**src/logic/fsp_pkg.sv**
```systemverilog
// Constants and types shared by the status protection configuration block.
package fsp_pkg;
    localparam int ADDR_W = 21;
    localparam int UNITS  = 32;

    // Select codes for the three status bytes.
    localparam logic [1:0] SEL_SR1 = 2'h1;
    localparam logic [1:0] SEL_SR2 = 2'h2;
    localparam logic [1:0] SEL_SR3 = 2'h3;

    // Status byte one field positions.
    localparam int P_SRP   = 7;
    localparam int P_SEC   = 6;
    localparam int P_TB    = 5;
    localparam int P_BP_HI = 4;
    localparam int P_BP_LO = 2;
    localparam int P_WEL   = 1;
    localparam int P_BUSY  = 0;

    // Status byte two field positions.
    localparam int P_SUS   = 7;
    localparam int P_CMP   = 6;
    localparam int P_LB_HI = 5;
    localparam int P_LB_LO = 3;
    localparam int P_RSV   = 2;
    localparam int P_QE    = 1;
    localparam int P_SRL   = 0;

    // Status byte three field positions.
    localparam int P_HRST   = 7;
    localparam int P_DRV_HI = 6;
    localparam int P_DRV_LO = 5;
    localparam int P_WPS    = 2;

    // Reset values.
    localparam logic [1:0]       RST_DRV  = 2'h3;
    localparam logic [2:0]       RST_LB   = 3'h0;
    localparam logic [2:0]       RST_BP   = 3'h0;
    localparam logic [UNITS-1:0] RST_UNIT = 32'hffffffff;
    localparam logic [1:0]       RST_PIN  = 2'h3;

    // Array geometry.
    localparam logic [21:0] BLK_SIZE   = 22'h010000;
    localparam logic [21:0] SEC_SIZE   = 22'h001000;
    localparam logic [21:0] ARRAY_SIZE = 22'h200000;

    typedef struct packed {
        logic       srp;
        logic       sec;
        logic       tb;
        logic [2:0] bp;
        logic       cmp;
        logic [2:0] lb;
        logic       qe;
        logic       status_lock;
        logic       protect_scheme_select;
        logic [1:0] drv;
        logic       hold_rst;
    } fsp_cfg_t;

    typedef struct packed {
        logic              none;
        logic [ADDR_W-1:0] lo;
        logic [ADDR_W-1:0] hi;
    } fsp_range_t;
endpackage

```
**src/logic/fsp_pin_sync.sv**
```systemverilog
// Three-stage synchroniser with agreement filter for the two control pins.
`timescale 1ns/1ps
module fsp_pin_sync
    import fsp_pkg::*;
(
    // Clock, reset and enable.
    input  wire logic       clk_i,
    input  wire logic       rstn_i,
    input  wire logic       en_i,
    // Raw pins and filtered levels.
    input  wire logic [1:0] pin_i,
    output logic      [1:0] lvl_o
);
    logic [1:0] s1_reg, s2_reg, s3_reg, lvl_reg;
    logic [1:0] lvl_next;

    // A level counts only when stages two and three agree.
    always_comb begin
        lvl_next = lvl_reg;
        for (int i = 0; i < 2; i++) begin
            if (s2_reg[i] == s3_reg[i]) begin
                lvl_next[i] = s3_reg[i];
            end
        end
    end

    always_ff @(posedge clk_i or negedge rstn_i) begin
        if (!rstn_i) begin
            s1_reg  <= RST_PIN;
            s2_reg  <= RST_PIN;
            s3_reg  <= RST_PIN;
            lvl_reg <= RST_PIN;
        end else if (en_i) begin
            s1_reg  <= pin_i;
            s2_reg  <= s1_reg;
            s3_reg  <= s2_reg;
            lvl_reg <= lvl_next;
        end
    end

    assign lvl_o = lvl_reg;
endmodule

```
**src/logic/fsp_prot_range.sv**
```systemverilog
// Decodes the range fields into a protected address window, complement off.
`timescale 1ns/1ps
module fsp_prot_range
    import fsp_pkg::*;
(
    // Stored protection fields.
    input  wire logic       sec_i,
    input  wire logic       tb_i,
    input  wire logic [2:0] bp_i,
    // Decoded window.
    output fsp_range_t      rng_o
);
    logic [21:0] size;
    logic [2:0]  steps;

    always_comb begin
        steps = bp_i - 3'h1;
        // Small units stop growing at 32KB.
        if (sec_i && bp_i[2]) begin
            steps = 3'h3;
        end
        size = (sec_i ? SEC_SIZE : BLK_SIZE) << steps;
        if (bp_i[2:1] == 2'h3) begin
            size = ARRAY_SIZE;
        end
        rng_o.none = (bp_i == RST_BP);
        if (tb_i && bp_i[2:1] != 2'h3) begin
            rng_o.lo = '0;
            rng_o.hi = ADDR_W'(size - 22'h1);
        end else begin
            rng_o.lo = ADDR_W'(ARRAY_SIZE - size);
            rng_o.hi = '1;
        end
    end
endmodule

```
**src/logic/fsp_status_ctrl.sv**
```systemverilog
// Status byte storage, pin function control and program/erase protection check.
// How it works
// - Three one-time lock bits at positions 13..11, zero from reset.
// - Lock bits only set; a set bit rejects its security area until the next reset.
// - Quad enable at position 9, default 0, leaves protect and pause pins active.
// - Quad enable 1 makes both pins data lines, their functions off.
// - Byte two: suspend, complement, three locks, reserved, quad enable, status lock.
// - Scheme select 0 uses complement, unit size, top/bottom and range fields.
// - Scheme select 1 uses the per-block lock array instead.
// - Reset sets every per-block lock bit to one.
// - Drive field 00 full, 01 three quarters, 10 half, 11 quarter; default 11.
// - Pin select 0 makes shared pin pause; 1 makes it active-low reset.
// - Shared pin functions only with quad enable 0; otherwise data only.
// - Reserved bits read zero here and writes to them are ignored.
// - Range 000 protects nothing, 11x everything, others 1/32 to 1/2 in blocks, 4KB to 32KB in sectors.
// - Top/bottom 0 anchors at top; unit select 1 means 4KB sectors.
// - Complement 1 inverts the computed protection.
// - Program or erase touching any protected byte is refused.
`timescale 1ns/1ps
module fsp_status_ctrl
    import fsp_pkg::*;
(
    // Clock, reset and enable.
    input  wire logic              clk_i,
    input  wire logic              rstn_i,
    input  wire logic              en_i,
    // Status write from the instruction decoder.
    input  wire logic              wr_i,
    input  wire logic [1:0]        wr_sel_i,
    input  wire logic [7:0]        wr_data_i,
    input  wire logic              write_latch_i,
    input  wire logic              busy_i,
    input  wire logic              paused_i,
    output logic                   wr_done_o,
    output logic                   wr_refused_o,
    // Status read.
    input  wire logic [1:0]        rd_sel_i,
    output logic      [7:0]        rd_data_o,
    // Shared pins and their functions.
    input  wire logic              wp_n_pin_i,
    input  wire logic              hold_n_pin_i,
    output logic                   quad_data_en_o,
    output logic                   pause_o,
    output logic                   pin_reset_o,
    output logic      [1:0]        drive_strength_o,
    // Per-block lock array writes.
    input  wire logic              ul_wr_i,
    input  wire logic [4:0]        ul_idx_i,
    input  wire logic              ul_val_i,
    // Program and erase check.
    input  wire logic              pe_req_i,
    input  wire logic [ADDR_W-1:0] pe_start_i,
    input  wire logic [ADDR_W-1:0] pe_end_i,
    input  wire logic              pe_sec_area_i,
    input  wire logic [1:0]        pe_area_idx_i,
    output logic                   pe_ok_o,
    output logic                   pe_block_o
);
    ////////////////////////////////////////////////////////////////////////////
    fsp_cfg_t         cfg_reg, cfg_next;
    logic [UNITS-1:0] unit_lock_reg, unit_lock_next;
    logic [7:0]       rd_data_reg, rd_data_next;
    logic             wr_done_reg, wr_done_next;
    logic             wr_ref_reg, wr_ref_next;
    logic             pe_ok_reg, pe_ok_next;
    logic             pe_blk_reg, pe_blk_next;
    logic [1:0]       pin_lvl;
    logic             wp_n_s, hold_n_s;
    logic             sr_locked, wr_ok;
    fsp_range_t       rng;
    logic             range_hit, unit_hit, blk;
    logic [UNITS-1:0] unit_hit_v;

    fsp_pin_sync u_sync (
        .clk_i  (clk_i),
        .rstn_i (rstn_i),
        .en_i   (en_i),
        .pin_i  ({hold_n_pin_i, wp_n_pin_i}),
        .lvl_o  (pin_lvl)
    );

    assign wp_n_s   = pin_lvl[0];
    assign hold_n_s = pin_lvl[1];

    fsp_prot_range u_range (
        .sec_i (cfg_reg.sec),
        .tb_i  (cfg_reg.tb),
        .bp_i  (cfg_reg.bp),
        .rng_o (rng)
    );

    ////////////////////////////////////////////////////////////////////////////
    // The protect pin only gates writes while quad mode is off.
    assign sr_locked = cfg_reg.status_lock | (cfg_reg.srp & ~cfg_reg.qe & ~wp_n_s);
    assign wr_ok     = wr_i & write_latch_i & ~busy_i & ~sr_locked;

    always_comb begin
        cfg_next     = cfg_reg;
        wr_done_next = wr_ok;
        wr_ref_next  = wr_i & ~wr_ok;
        if (wr_ok) begin
            if (wr_sel_i == SEL_SR1) begin
                cfg_next.srp = wr_data_i[P_SRP];
                cfg_next.sec = wr_data_i[P_SEC];
                cfg_next.tb  = wr_data_i[P_TB];
                cfg_next.bp  = wr_data_i[P_BP_HI:P_BP_LO];
            end else if (wr_sel_i == SEL_SR2) begin
                cfg_next.cmp = wr_data_i[P_CMP];
                cfg_next.lb  = cfg_reg.lb | wr_data_i[P_LB_HI:P_LB_LO];
                cfg_next.qe  = wr_data_i[P_QE];
                cfg_next.status_lock = wr_data_i[P_SRL];
            end else if (wr_sel_i == SEL_SR3) begin
                cfg_next.hold_rst = wr_data_i[P_HRST];
                cfg_next.drv      = wr_data_i[P_DRV_HI:P_DRV_LO];
                cfg_next.protect_scheme_select      = wr_data_i[P_WPS];
            end
        end
    end

    // Non-volatile bits come back at their factory values on every reset.
    always_ff @(posedge clk_i or negedge rstn_i) begin
        if (!rstn_i) begin
            cfg_reg     <= '0;
            cfg_reg.lb  <= RST_LB;
            cfg_reg.bp  <= RST_BP;
            cfg_reg.drv <= RST_DRV;
            wr_done_reg <= 1'b0;
            wr_ref_reg  <= 1'b0;
        end else if (en_i) begin
            cfg_reg     <= cfg_next;
            wr_done_reg <= wr_done_next;
            wr_ref_reg  <= wr_ref_next;
        end
    end

    ////////////////////////////////////////////////////////////////////////////
    // Reserved and unmapped positions read as zero.
    always_comb begin
        rd_data_next = 8'h00;
        if (rd_sel_i == SEL_SR1) begin
            rd_data_next[P_SRP]           = cfg_reg.srp;
            rd_data_next[P_SEC]           = cfg_reg.sec;
            rd_data_next[P_TB]            = cfg_reg.tb;
            rd_data_next[P_BP_HI:P_BP_LO] = cfg_reg.bp;
            rd_data_next[P_WEL]           = write_latch_i;
            rd_data_next[P_BUSY]          = busy_i;
        end else if (rd_sel_i == SEL_SR2) begin
            rd_data_next[P_SUS]           = paused_i;
            rd_data_next[P_CMP]           = cfg_reg.cmp;
            rd_data_next[P_LB_HI:P_LB_LO] = cfg_reg.lb;
            rd_data_next[P_QE]            = cfg_reg.qe;
            rd_data_next[P_SRL]           = cfg_reg.status_lock;
        end else if (rd_sel_i == SEL_SR3) begin
            rd_data_next[P_HRST]            = cfg_reg.hold_rst;
            rd_data_next[P_DRV_HI:P_DRV_LO] = cfg_reg.drv;
            rd_data_next[P_WPS]             = cfg_reg.protect_scheme_select;
        end
    end

    always_ff @(posedge clk_i or negedge rstn_i) begin
        if (!rstn_i) begin
            rd_data_reg <= 8'h00;
        end else if (en_i) begin
            rd_data_reg <= rd_data_next;
        end
    end

    ////////////////////////////////////////////////////////////////////////////
    always_comb begin
        unit_lock_next = unit_lock_reg;
        if (ul_wr_i) begin
            unit_lock_next[ul_idx_i] = ul_val_i;
        end
    end

    always_ff @(posedge clk_i or negedge rstn_i) begin
        if (!rstn_i) begin
            unit_lock_reg <= RST_UNIT;
        end else if (en_i) begin
            unit_lock_reg <= unit_lock_next;
        end
    end

    // Block-level granularity only; a locked block refuses any overlap.
    for (genvar i = 0; i < UNITS; i++) begin : g_unit
        assign unit_hit_v[i] = unit_lock_reg[i] &
                               (5'(i) >= pe_start_i[ADDR_W-1:16]) &
                               (5'(i) <= pe_end_i[ADDR_W-1:16]);
    end

    assign unit_hit = |unit_hit_v;

    // Window from the live fields, so a completed write steers the next command.
    always_comb begin
        if (cfg_reg.cmp) begin
            range_hit = rng.none | (pe_start_i < rng.lo) | (pe_end_i > rng.hi);
        end else begin
            range_hit = ~rng.none & (pe_start_i <= rng.hi) & (pe_end_i >= rng.lo);
        end
        if (pe_sec_area_i) begin
            blk = (pe_area_idx_i == 2'h0) | cfg_reg.lb[pe_area_idx_i - 2'h1];
        end else begin
            blk = cfg_reg.protect_scheme_select ? unit_hit : range_hit;
        end
        pe_ok_next  = pe_req_i & ~blk;
        pe_blk_next = pe_req_i & blk;
    end

    always_ff @(posedge clk_i or negedge rstn_i) begin
        if (!rstn_i) begin
            pe_ok_reg  <= 1'b0;
            pe_blk_reg <= 1'b0;
        end else if (en_i) begin
            pe_ok_reg  <= pe_ok_next;
            pe_blk_reg <= pe_blk_next;
        end
    end

    ////////////////////////////////////////////////////////////////////////////
    assign wr_done_o        = wr_done_reg;
    assign wr_refused_o     = wr_ref_reg;
    assign rd_data_o        = rd_data_reg;
    assign pe_ok_o          = pe_ok_reg;
    assign pe_block_o       = pe_blk_reg;
    assign drive_strength_o = cfg_reg.drv;
    assign quad_data_en_o   = cfg_reg.qe;
    assign pause_o          = ~cfg_reg.qe & ~cfg_reg.hold_rst & ~hold_n_s;
    assign pin_reset_o      = ~cfg_reg.qe & cfg_reg.hold_rst & ~hold_n_s;
endmodule

```
**config.mk**
```make
export PLATFORM = sky130hd
export DESIGN_NAME = fsp_status_ctrl
export DESIGN_NICKNAME = d
export VERILOG_FILES = /design/src/logic/fsp_pkg.sv /design/src/logic/fsp_pin_sync.sv /design/src/logic/fsp_prot_range.sv /design/src/logic/fsp_status_ctrl.sv
export SDC_FILE = /design/constraint.sdc
export NUM_CORES = 1
export LEC_CHECK = 0
export BUFFER_PORTS_ARGS = -buffer_cell sky130_fd_sc_hd__buf_2
export CAP_MARGIN = 0
export CORE_ASPECT_RATIO = 0.9
export CORE_MARGIN = 3
export CORE_UTILIZATION = 42
export DETAILED_ROUTE_END_ITERATION = 16
export GPL_ROUTABILITY_DRIVEN = 0
export PLACE_DENSITY_LB_ADDON = 0.12
export SLEW_MARGIN = 20
export SYNTH_ARGS = -nofsm -noshare
export SYNTH_HDL_FRONTEND = slang
export SYNTH_SLANG_ARGS = --single-unit
export TNS_END_PERCENT = 30
```
**constraint.sdc**
```tcl
create_clock -name clk_i -period 8.8 [get_ports clk_i]
set_input_delay 0 -clock clk_i [delete_from_list [all_inputs] [get_ports clk_i]]
set_output_delay 0 -clock clk_i [all_outputs]
set_load 0.1 [all_outputs]
```
Word-level counts from Yosys, hierarchy flattened
Cells that the tools add are included.

Input port bits: 74. Output and inout port bits: 17. Register bits after elaboration: 68. Logic and storage cells: 233.

Magnitude comparators: 71. Add/subtract/negate cells: 4. Shift operators: 1. Mux-type cells: 19. Reduce and logical (&&, ||, !) cells: 12. Bitwise gates (word level): 94. Equal/unequal tests: 10.

Operators by type and width (number): 5-bit greater-or-equal comparator, first input constant (16); 5-bit less-or-equal comparator, first input constant (16); 1-bit AND (78); 42-bit two-way mux (1); 4-bit by 5-bit greater-or-equal comparator with 1-bit output, first input constant (8); 4-bit by 5-bit less-or-equal comparator with 1-bit output, first input constant (8); 32-bit bitwise mux (1); 32-bit OR reduction (1); 21-bit greater-or-equal comparator (1); 21-bit > comparator (1); 21-bit less-or-equal comparator (1); 21-bit less-than comparator (1); 21-bit two-way mux (1); 17-bit by 3-bit << shifter with 21-bit output (1); 1-bit by 21-bit subtractor with 21-bit output, first input constant (1); 21-bit by 1-bit subtractor with 21-bit output, second input constant (1); 3-bit by 5-bit greater-or-equal comparator with 1-bit output, first input constant (4); 3-bit by 5-bit less-or-equal comparator with 1-bit output, first input constant (4); 17-bit two-way mux (1); 1-bit inverter (11); 2-bit == test, second input constant (5); 1-bit by 5-bit greater-or-equal comparator with 1-bit output, first input constant (2); 2-bit by 5-bit greater-or-equal comparator with 1-bit output, first input constant (2); 1-bit by 5-bit less-or-equal comparator with 1-bit output, first input constant (2); other kinds (24) (43).

Logic depth before layout (Yosys ltp)
Depth after elaboration: 14. Depth in mapped cells: 19. Mapped depth without buffers: 18.

Hierarchy
Synthesis repeated with hierarchy kept, for this count alone.

Cell total of the unflattened synthesis: 730. Area total of the unflattened synthesis: 6403.6 µm².

Modules (own cells, without submodules): fsp_status_ctrl (cells an instance 615, seq. area each 1544.0 µm², instances 1, area each 5461.5 µm²); fsp_prot_range (cells an instance 92, seq. area each 0.0 µm², instances 1, area each 608.1 µm²); fsp_pin_sync (cells an instance 23, seq. area each 210.2 µm², instances 1, area each 334.1 µm²).

Least setup slack after synthesis
No wires, ideal clock.

Kind: register to register. Start point: register cfg_reg[10] (netlist name). End point: register pe_blk_reg, in the netlist pe_block_o. Data required time: 8.680 ns. Period minus slack after synthesis: 3.742 ns. Path buffers: 1. Data arrival time: 3.622 ns. Cell stages (with the launch flop): 18. Setup time: 0.120 ns. Slack: 5.058 ns. Cells stage by stage: dfrtp_1 -> inv_1 -> ha_1 -> clkbuf_1 -> nor3_1 -> nand3_1 -> ha_1 -> xnor2_1 -> nor2_1 -> ha_1 -> nand4_1 -> or4_1 -> a32oi_1 -> maj3_1 -> o211ai_1 -> a311oi_1 -> o31ai_1 -> a31o_1.

Word-level cells in the longest chain between the ends: 13. Elaborated cells between the ends (all ways): 21. Classes of those cells: add/sub: 3; order compare: 4; shift: 1; mux: 6; bitwise: 6; reduce/logical: 1.

RTL lines: from (decl) (line fsp_status_ctrl.sv:60) `fsp_cfg_t cfg_reg, cfg_next;`; from (signal assigned) (line fsp_status_ctrl.sv:130) `cfg_reg <= cfg_next;`; 3-bit by 1-bit subtractor with 3-bit output (line fsp_prot_range.sv:17) `steps = bp_i - 3'h1;`; 3-bit two-way mux (line fsp_prot_range.sv:19) `if (sec_i && bp_i[2]) begin`; 17-bit by 3-bit << shifter with 21-bit output (line fsp_prot_range.sv:22) `size = (sec_i ? SEC_SIZE : BLK_SIZE) << steps;`; 21-bit two-way mux (line fsp_prot_range.sv:23) `if (bp_i[2:1] == 2'h3) begin`; 21-bit by 1-bit subtractor with 21-bit output / 1-bit by 21-bit subtractor with 21-bit output (equally long branches) (line fsp_prot_range.sv:29, fsp_prot_range.sv:31); 42-bit two-way mux (line fsp_prot_range.sv:27) `if (tb_i && bp_i[2:1] != 2'h3) begin`; 21-bit less-or-equal comparator / 21-bit less-than comparator (equally long branches) (line fsp_status_ctrl.sv:198, fsp_status_ctrl.sv:196); 1-bit AND / 1-bit OR (equally long branches) (2 in series) (line fsp_status_ctrl.sv:198, fsp_status_ctrl.sv:196); 1-bit two-way mux * (line fsp_status_ctrl.sv:195) `if (cfg_reg.cmp) begin`; 1-bit two-way mux * (line fsp_status_ctrl.sv:203) `blk = cfg_reg.protect_scheme_select ? unit_hit : range_hit;`; 1-bit two-way mux * (line fsp_status_ctrl.sv:200) `if (pe_sec_area_i) begin`; 1-bit AND * (line fsp_status_ctrl.sv:206) `pe_blk_next = pe_req_i & blk;`; to (signal assigned) (line fsp_status_ctrl.sv:215) `pe_blk_reg <= pe_blk_next;`; to (decl) (line fsp_status_ctrl.sv:66) `logic pe_blk_reg, pe_blk_next;`.

Mark *: on every way between the ends. The rest lies on a longest branch, timed or not. A chain may end at the register's enable or synchronous reset.

Worst setup path in the final report
Same ends and word-level chain as after synthesis.

==> impl_summary.log <==
[metrics] share of the clock period used by the worst path: 0.507
[metrics] required time of the critical path: 9.02 ns
[metrics] sequential cell fraction of total power: 0.347
[metrics] total die area: between 10000 and 15000 sq um
[metrics] TritonCTS clock tree: built
[metrics] type of the worst setup path: reg -> reg
[metrics] average size of a mapped cell: roughly 9 sq um
[metrics] first-pass GRT wire length: 23800 microns
[metrics] pin count of the biggest net entering global routing: 69
[metrics] area growth from synthesis to layout: 19.4%
[metrics] highest clock frequency the design can meet: about 220 MHz
[metrics] I/O Buffers: 90
[metrics] Gate power share: 0.349
[metrics] number of DRC markers in iteration 0: ~330
[metrics] Worst Reg-to-Reg Cells: 16
[metrics] HPWL after detailed placement: approximately 11000 microns
[metrics] chain of cells forming the critical path: inv_1 -> ha_1 -> nor3_1 -> nand3_1 -> ha_1 -> xnor2_1 -> nor2_1 -> ha_1 -> nand4_1 -> or4_1 -> a32oi_1 -> maj3_1 -> o211ai_1 -> a311oi_1 -> o31ai_1 -> a31o_1
[metrics] number of vias in the routed layout: 4700
[metrics] crit path launch type: flop
[metrics] Top delay family on crit path: simple AND/OR/NAND/NOR gates
[metrics] max reg flops: 32
[metrics] source of the worst hold timing path: pe_sec_area_i
[metrics] total clock sinks: 68
[metrics] CTS buffer count: 9
[metrics] number of hold violations in the final report: 0
[metrics] Pins Over Slew Limit: 0
[metrics] global-route met3 utilization: 0.0492
[metrics] net total in the final layout: between 700 and 800
[metrics] master cell of the clock root buffer: sky130_fd_sc_hd__clkbuf_16
[metrics] minimum hold slack: ~0.03 ns
[metrics] die width: around 120 microns
[metrics] largest fanout of any net on the critical path: 10
[metrics] number of synthesized flops with an enable pin: 0
[metrics] most common cell after layout, fill and taps aside: sky130_fd_sc_hd__buf_2
[metrics] Arr. time, crit path: approximately 4.7 ns
[metrics] critical-path cell with the highest stage delay: sky130_fd_sc_hd__or4_1
[metrics] Clk pwr share: 0.303
[metrics] post-layout worst setup margin: 4.34 ns
[metrics] setup repair after global routing missed its margin: false
[metrics] beginning of the critical path: cfg_reg[10]
[metrics] routed wire length: 14500 microns
[metrics] number of register bits inferred by synthesis: just under 70
[metrics] run status: completed
[metrics] DRC Markers: 0
[metrics] switching power: 0.450 mW
[metrics] Placement Rows: 37
[metrics] clock-pin slew reported for the worst setup and hold paths after clock tree synthesis: 0.05 ns
[metrics] Post-Route Skew: around 0.0066 ns
[metrics] total number of H-tree levels: 3
[metrics] Largest stage delay, worst path: ~0.57 ns
[metrics] post-synthesis net count: around 680
[metrics] count of TritonRoute iterations in the first routing pass: 5
[metrics] deepest clock path buffer count: 2
[metrics] end point of the worst hold path: pe_ok_o
[metrics] clock latency at the later pin of the worst-skew pair: 0.34 ns
[metrics] global-route layer with the greatest usage: met2
[metrics] cell type with the highest occurrence count on the critical path: sky130_fd_sc_hd__ha_1
[metrics] via count of the first global-routing pass: around 4700
[metrics] setup slack of the most critical reg-to-reg path: approximately 4.3 ns
[metrics] commonest cells after routing, fill and taps aside: 90 x sky130_fd_sc_hd__buf_2, 51 x sky130_fd_sc_hd__nor2_1, 49 x sky130_fd_sc_hd__nand2_1
[metrics] worst slack after detailed placement: around 4.5 ns
[metrics] Final Cell Area: just over 6000 sq um
[metrics] cell count after synthesis: ~560
[metrics] area of the core: between 10000 and 15000 sq um
[metrics] via/cell ratio: just under 6
[metrics] number of placed instances, taps included: 777
[metrics] count of antenna-violating nets left after detailed routing: 0
[metrics] Worst IR Drop VDD: between 0.2 and 0.25 mV
[metrics] Overall Global Routing Usage: 0.220
[metrics] met2 track demand over resource: 0.334
[metrics] class of the tightest hold or removal check: in -> reg
[metrics] Leak: 2.67 nW
[metrics] worst-margin pin slew: 0.894 ns
[metrics] number of buffer and inverter stages on the critical path: 1
[metrics] Cell Area, Placed: around 5600 sq um
[metrics] vertical die dimension: roughly 110 microns
[metrics] switch share: 0.367
[metrics] post-synth design cell area: 5100 sq um
[metrics] Yosys cell types: 65
[metrics] share of synthesized registers carrying an async set or reset: 1.00
[metrics] share of cells above drive strength 1: 0.310
[metrics] top_reg_cell synth: sky130_fd_sc_hd__dfstp_2
[metrics] capture point of the worst reg-to-reg path: pe_block_o
[metrics] initial standard-cell utilization of the core: 0.437
[metrics] worst-case headroom to the max-slew limit: 0.404
[metrics] Post-CTS Resized: 0
[metrics] critical path endpoint category: flop
[metrics] Global Route met1 Usage: 0.313
[metrics] number of standard cells in the layout, taps in and fillers out: 810
[metrics] Reg2Reg Launch Point: cfg_reg[10]
[metrics] aggregate negative setup slack: 0 ns
[metrics] proportion of netlist area held by the largest area contributor: 0.216
[metrics] antenna diode count: 0
[metrics] max-cap viol count: 0
[metrics] Synth area leader: sky130_fd_sc_hd__dfstp_2
[metrics] share of the yosys chip area belonging to registers: 0.344
[metrics] Final Critical Period: between 4 and 5 ns
[metrics] number of antenna violations at the first check in global routing: 0
[metrics] Internal Pwr Total: 0.775 mW
[metrics] setup-violating endpoint count in the final report: 0
[metrics] total power density per cell area: 201 nW/um^2
[metrics] cell depth of the worst min-delay path: 3
[metrics] Overflow after GRT: 0
[metrics] total of warnings raised by yosys: 0
[metrics] cell types with the largest area share after synthesis: sky130_fd_sc_hd__dfstp_2 22%, sky130_fd_sc_hd__dfrtp_1 13%, sky130_fd_sc_hd__mux2_2 11%
[metrics] Top-Level Pins: 91
[metrics] DR WL/cell: about 18 microns
## per-stage QoR
stage	total power [mW]	util
final	1.22	0.522
after global routing	1.30	0.522
after CTS	1.23	0.522
after detailed placement	0.849	0.482
after global placement	0.836	0.482
after floorplan	0.733	-
## tightest hold or removal path: stages
cell,delay [ns]
sky130_fd_sc_hd__buf_2,0.10
sky130_fd_sc_hd__o31ai_1,0.09
sky130_fd_sc_hd__o2bb2ai_1,0.14
## cell families (layout without fill, tap and decap cells)
family | Yosys count | count (layout) | synth area share
compound gates | 138 | 138 | 0.185
xor+xnor | 8 | 8 | 0.0137
buf+inv | 51 | 144 | 0.0414
mux | 51 | 51 | 0.112
fa+ha+maj | 45 | 45 | 0.109
simple gates | 200 | 200 | 0.195
flops | 68 | 68 | 0.344
## cell type report
| cell class | instances | area (sq um) |
|---|---|---|
| Clock buffer | 13 | 260 |
| Inverter | 20 | 75.1 |
| Timing Repair Buffer | 108 | 628 |
| Tap cell | 156 | 195 |
| Fill cell | 1103 | 5570 |
| Multi-Input combinational cell | 442 | 3140 |
| Sequential cell | 68 | 1750 |
| Clock inverter | 3 | 45.0 |
## what timing repair did
item / CTS / global route
setup buffers: 0 / 0
hold endpoints to repair: 51 / 0
hold buffers: 17 / 0
## how the worst max path moves through the flow
stage                       endpoint  slack, ns  depth (start not counted)
final                     pe_block_o       4.34                         16
after global routing      pe_block_o       4.08                         16
after CTS                 pe_block_o       4.42                         16
after detailed placement  pe_block_o       4.45                         16
after global placement    pe_block_o       4.69                         16
after floorplan           pe_block_o       5.06                         17
## synth_stat cells, drive strengths merged, types with 3 or more instances
cell,n
dfstp,42
nand3b,5
a22o,4
maj3,3
mux2,48
or3,4
mux2i,3
nor4,4
a221oi,7
nand2b,5
and3,6
nor3,9
or4,3
o2111ai,3
a31o,4
o221ai,3
a21o,14
buf,8
nand4,14
a21oi,28
and2,3
nor2,51
xnor2,6
ha,42
a211oi,5
clkbuf,23
nand3,23
dfrtp,26
nand2,49
o22ai,4
o31ai,3
nor2b,12
o21ai,27
nor3b,5
a31oi,9
a22oi,3
inv,20
o211ai,4
## routing by layer
layer / share of wire / wire (microns)
met4: 0.015 / 210
met3: 0.071 / 1020
met2: 0.44 / 6400
met1: 0.47 / 6830
met5: 0 / 0
## power groups by stage
stage / registers [mW] / clock network, mW / logic [mW]
detailed placement: 0.429 / 0 / 0.419
floorplan: 0.460 / 0 / 0.274
finish: 0.425 / 0.371 / 0.428
global route: 0.433 / 0.395 / 0.474
CTS: 0.425 / 0.380 / 0.428
global placement: 0.427 / 0 / 0.409
Power figures use the tool's default switching activity.
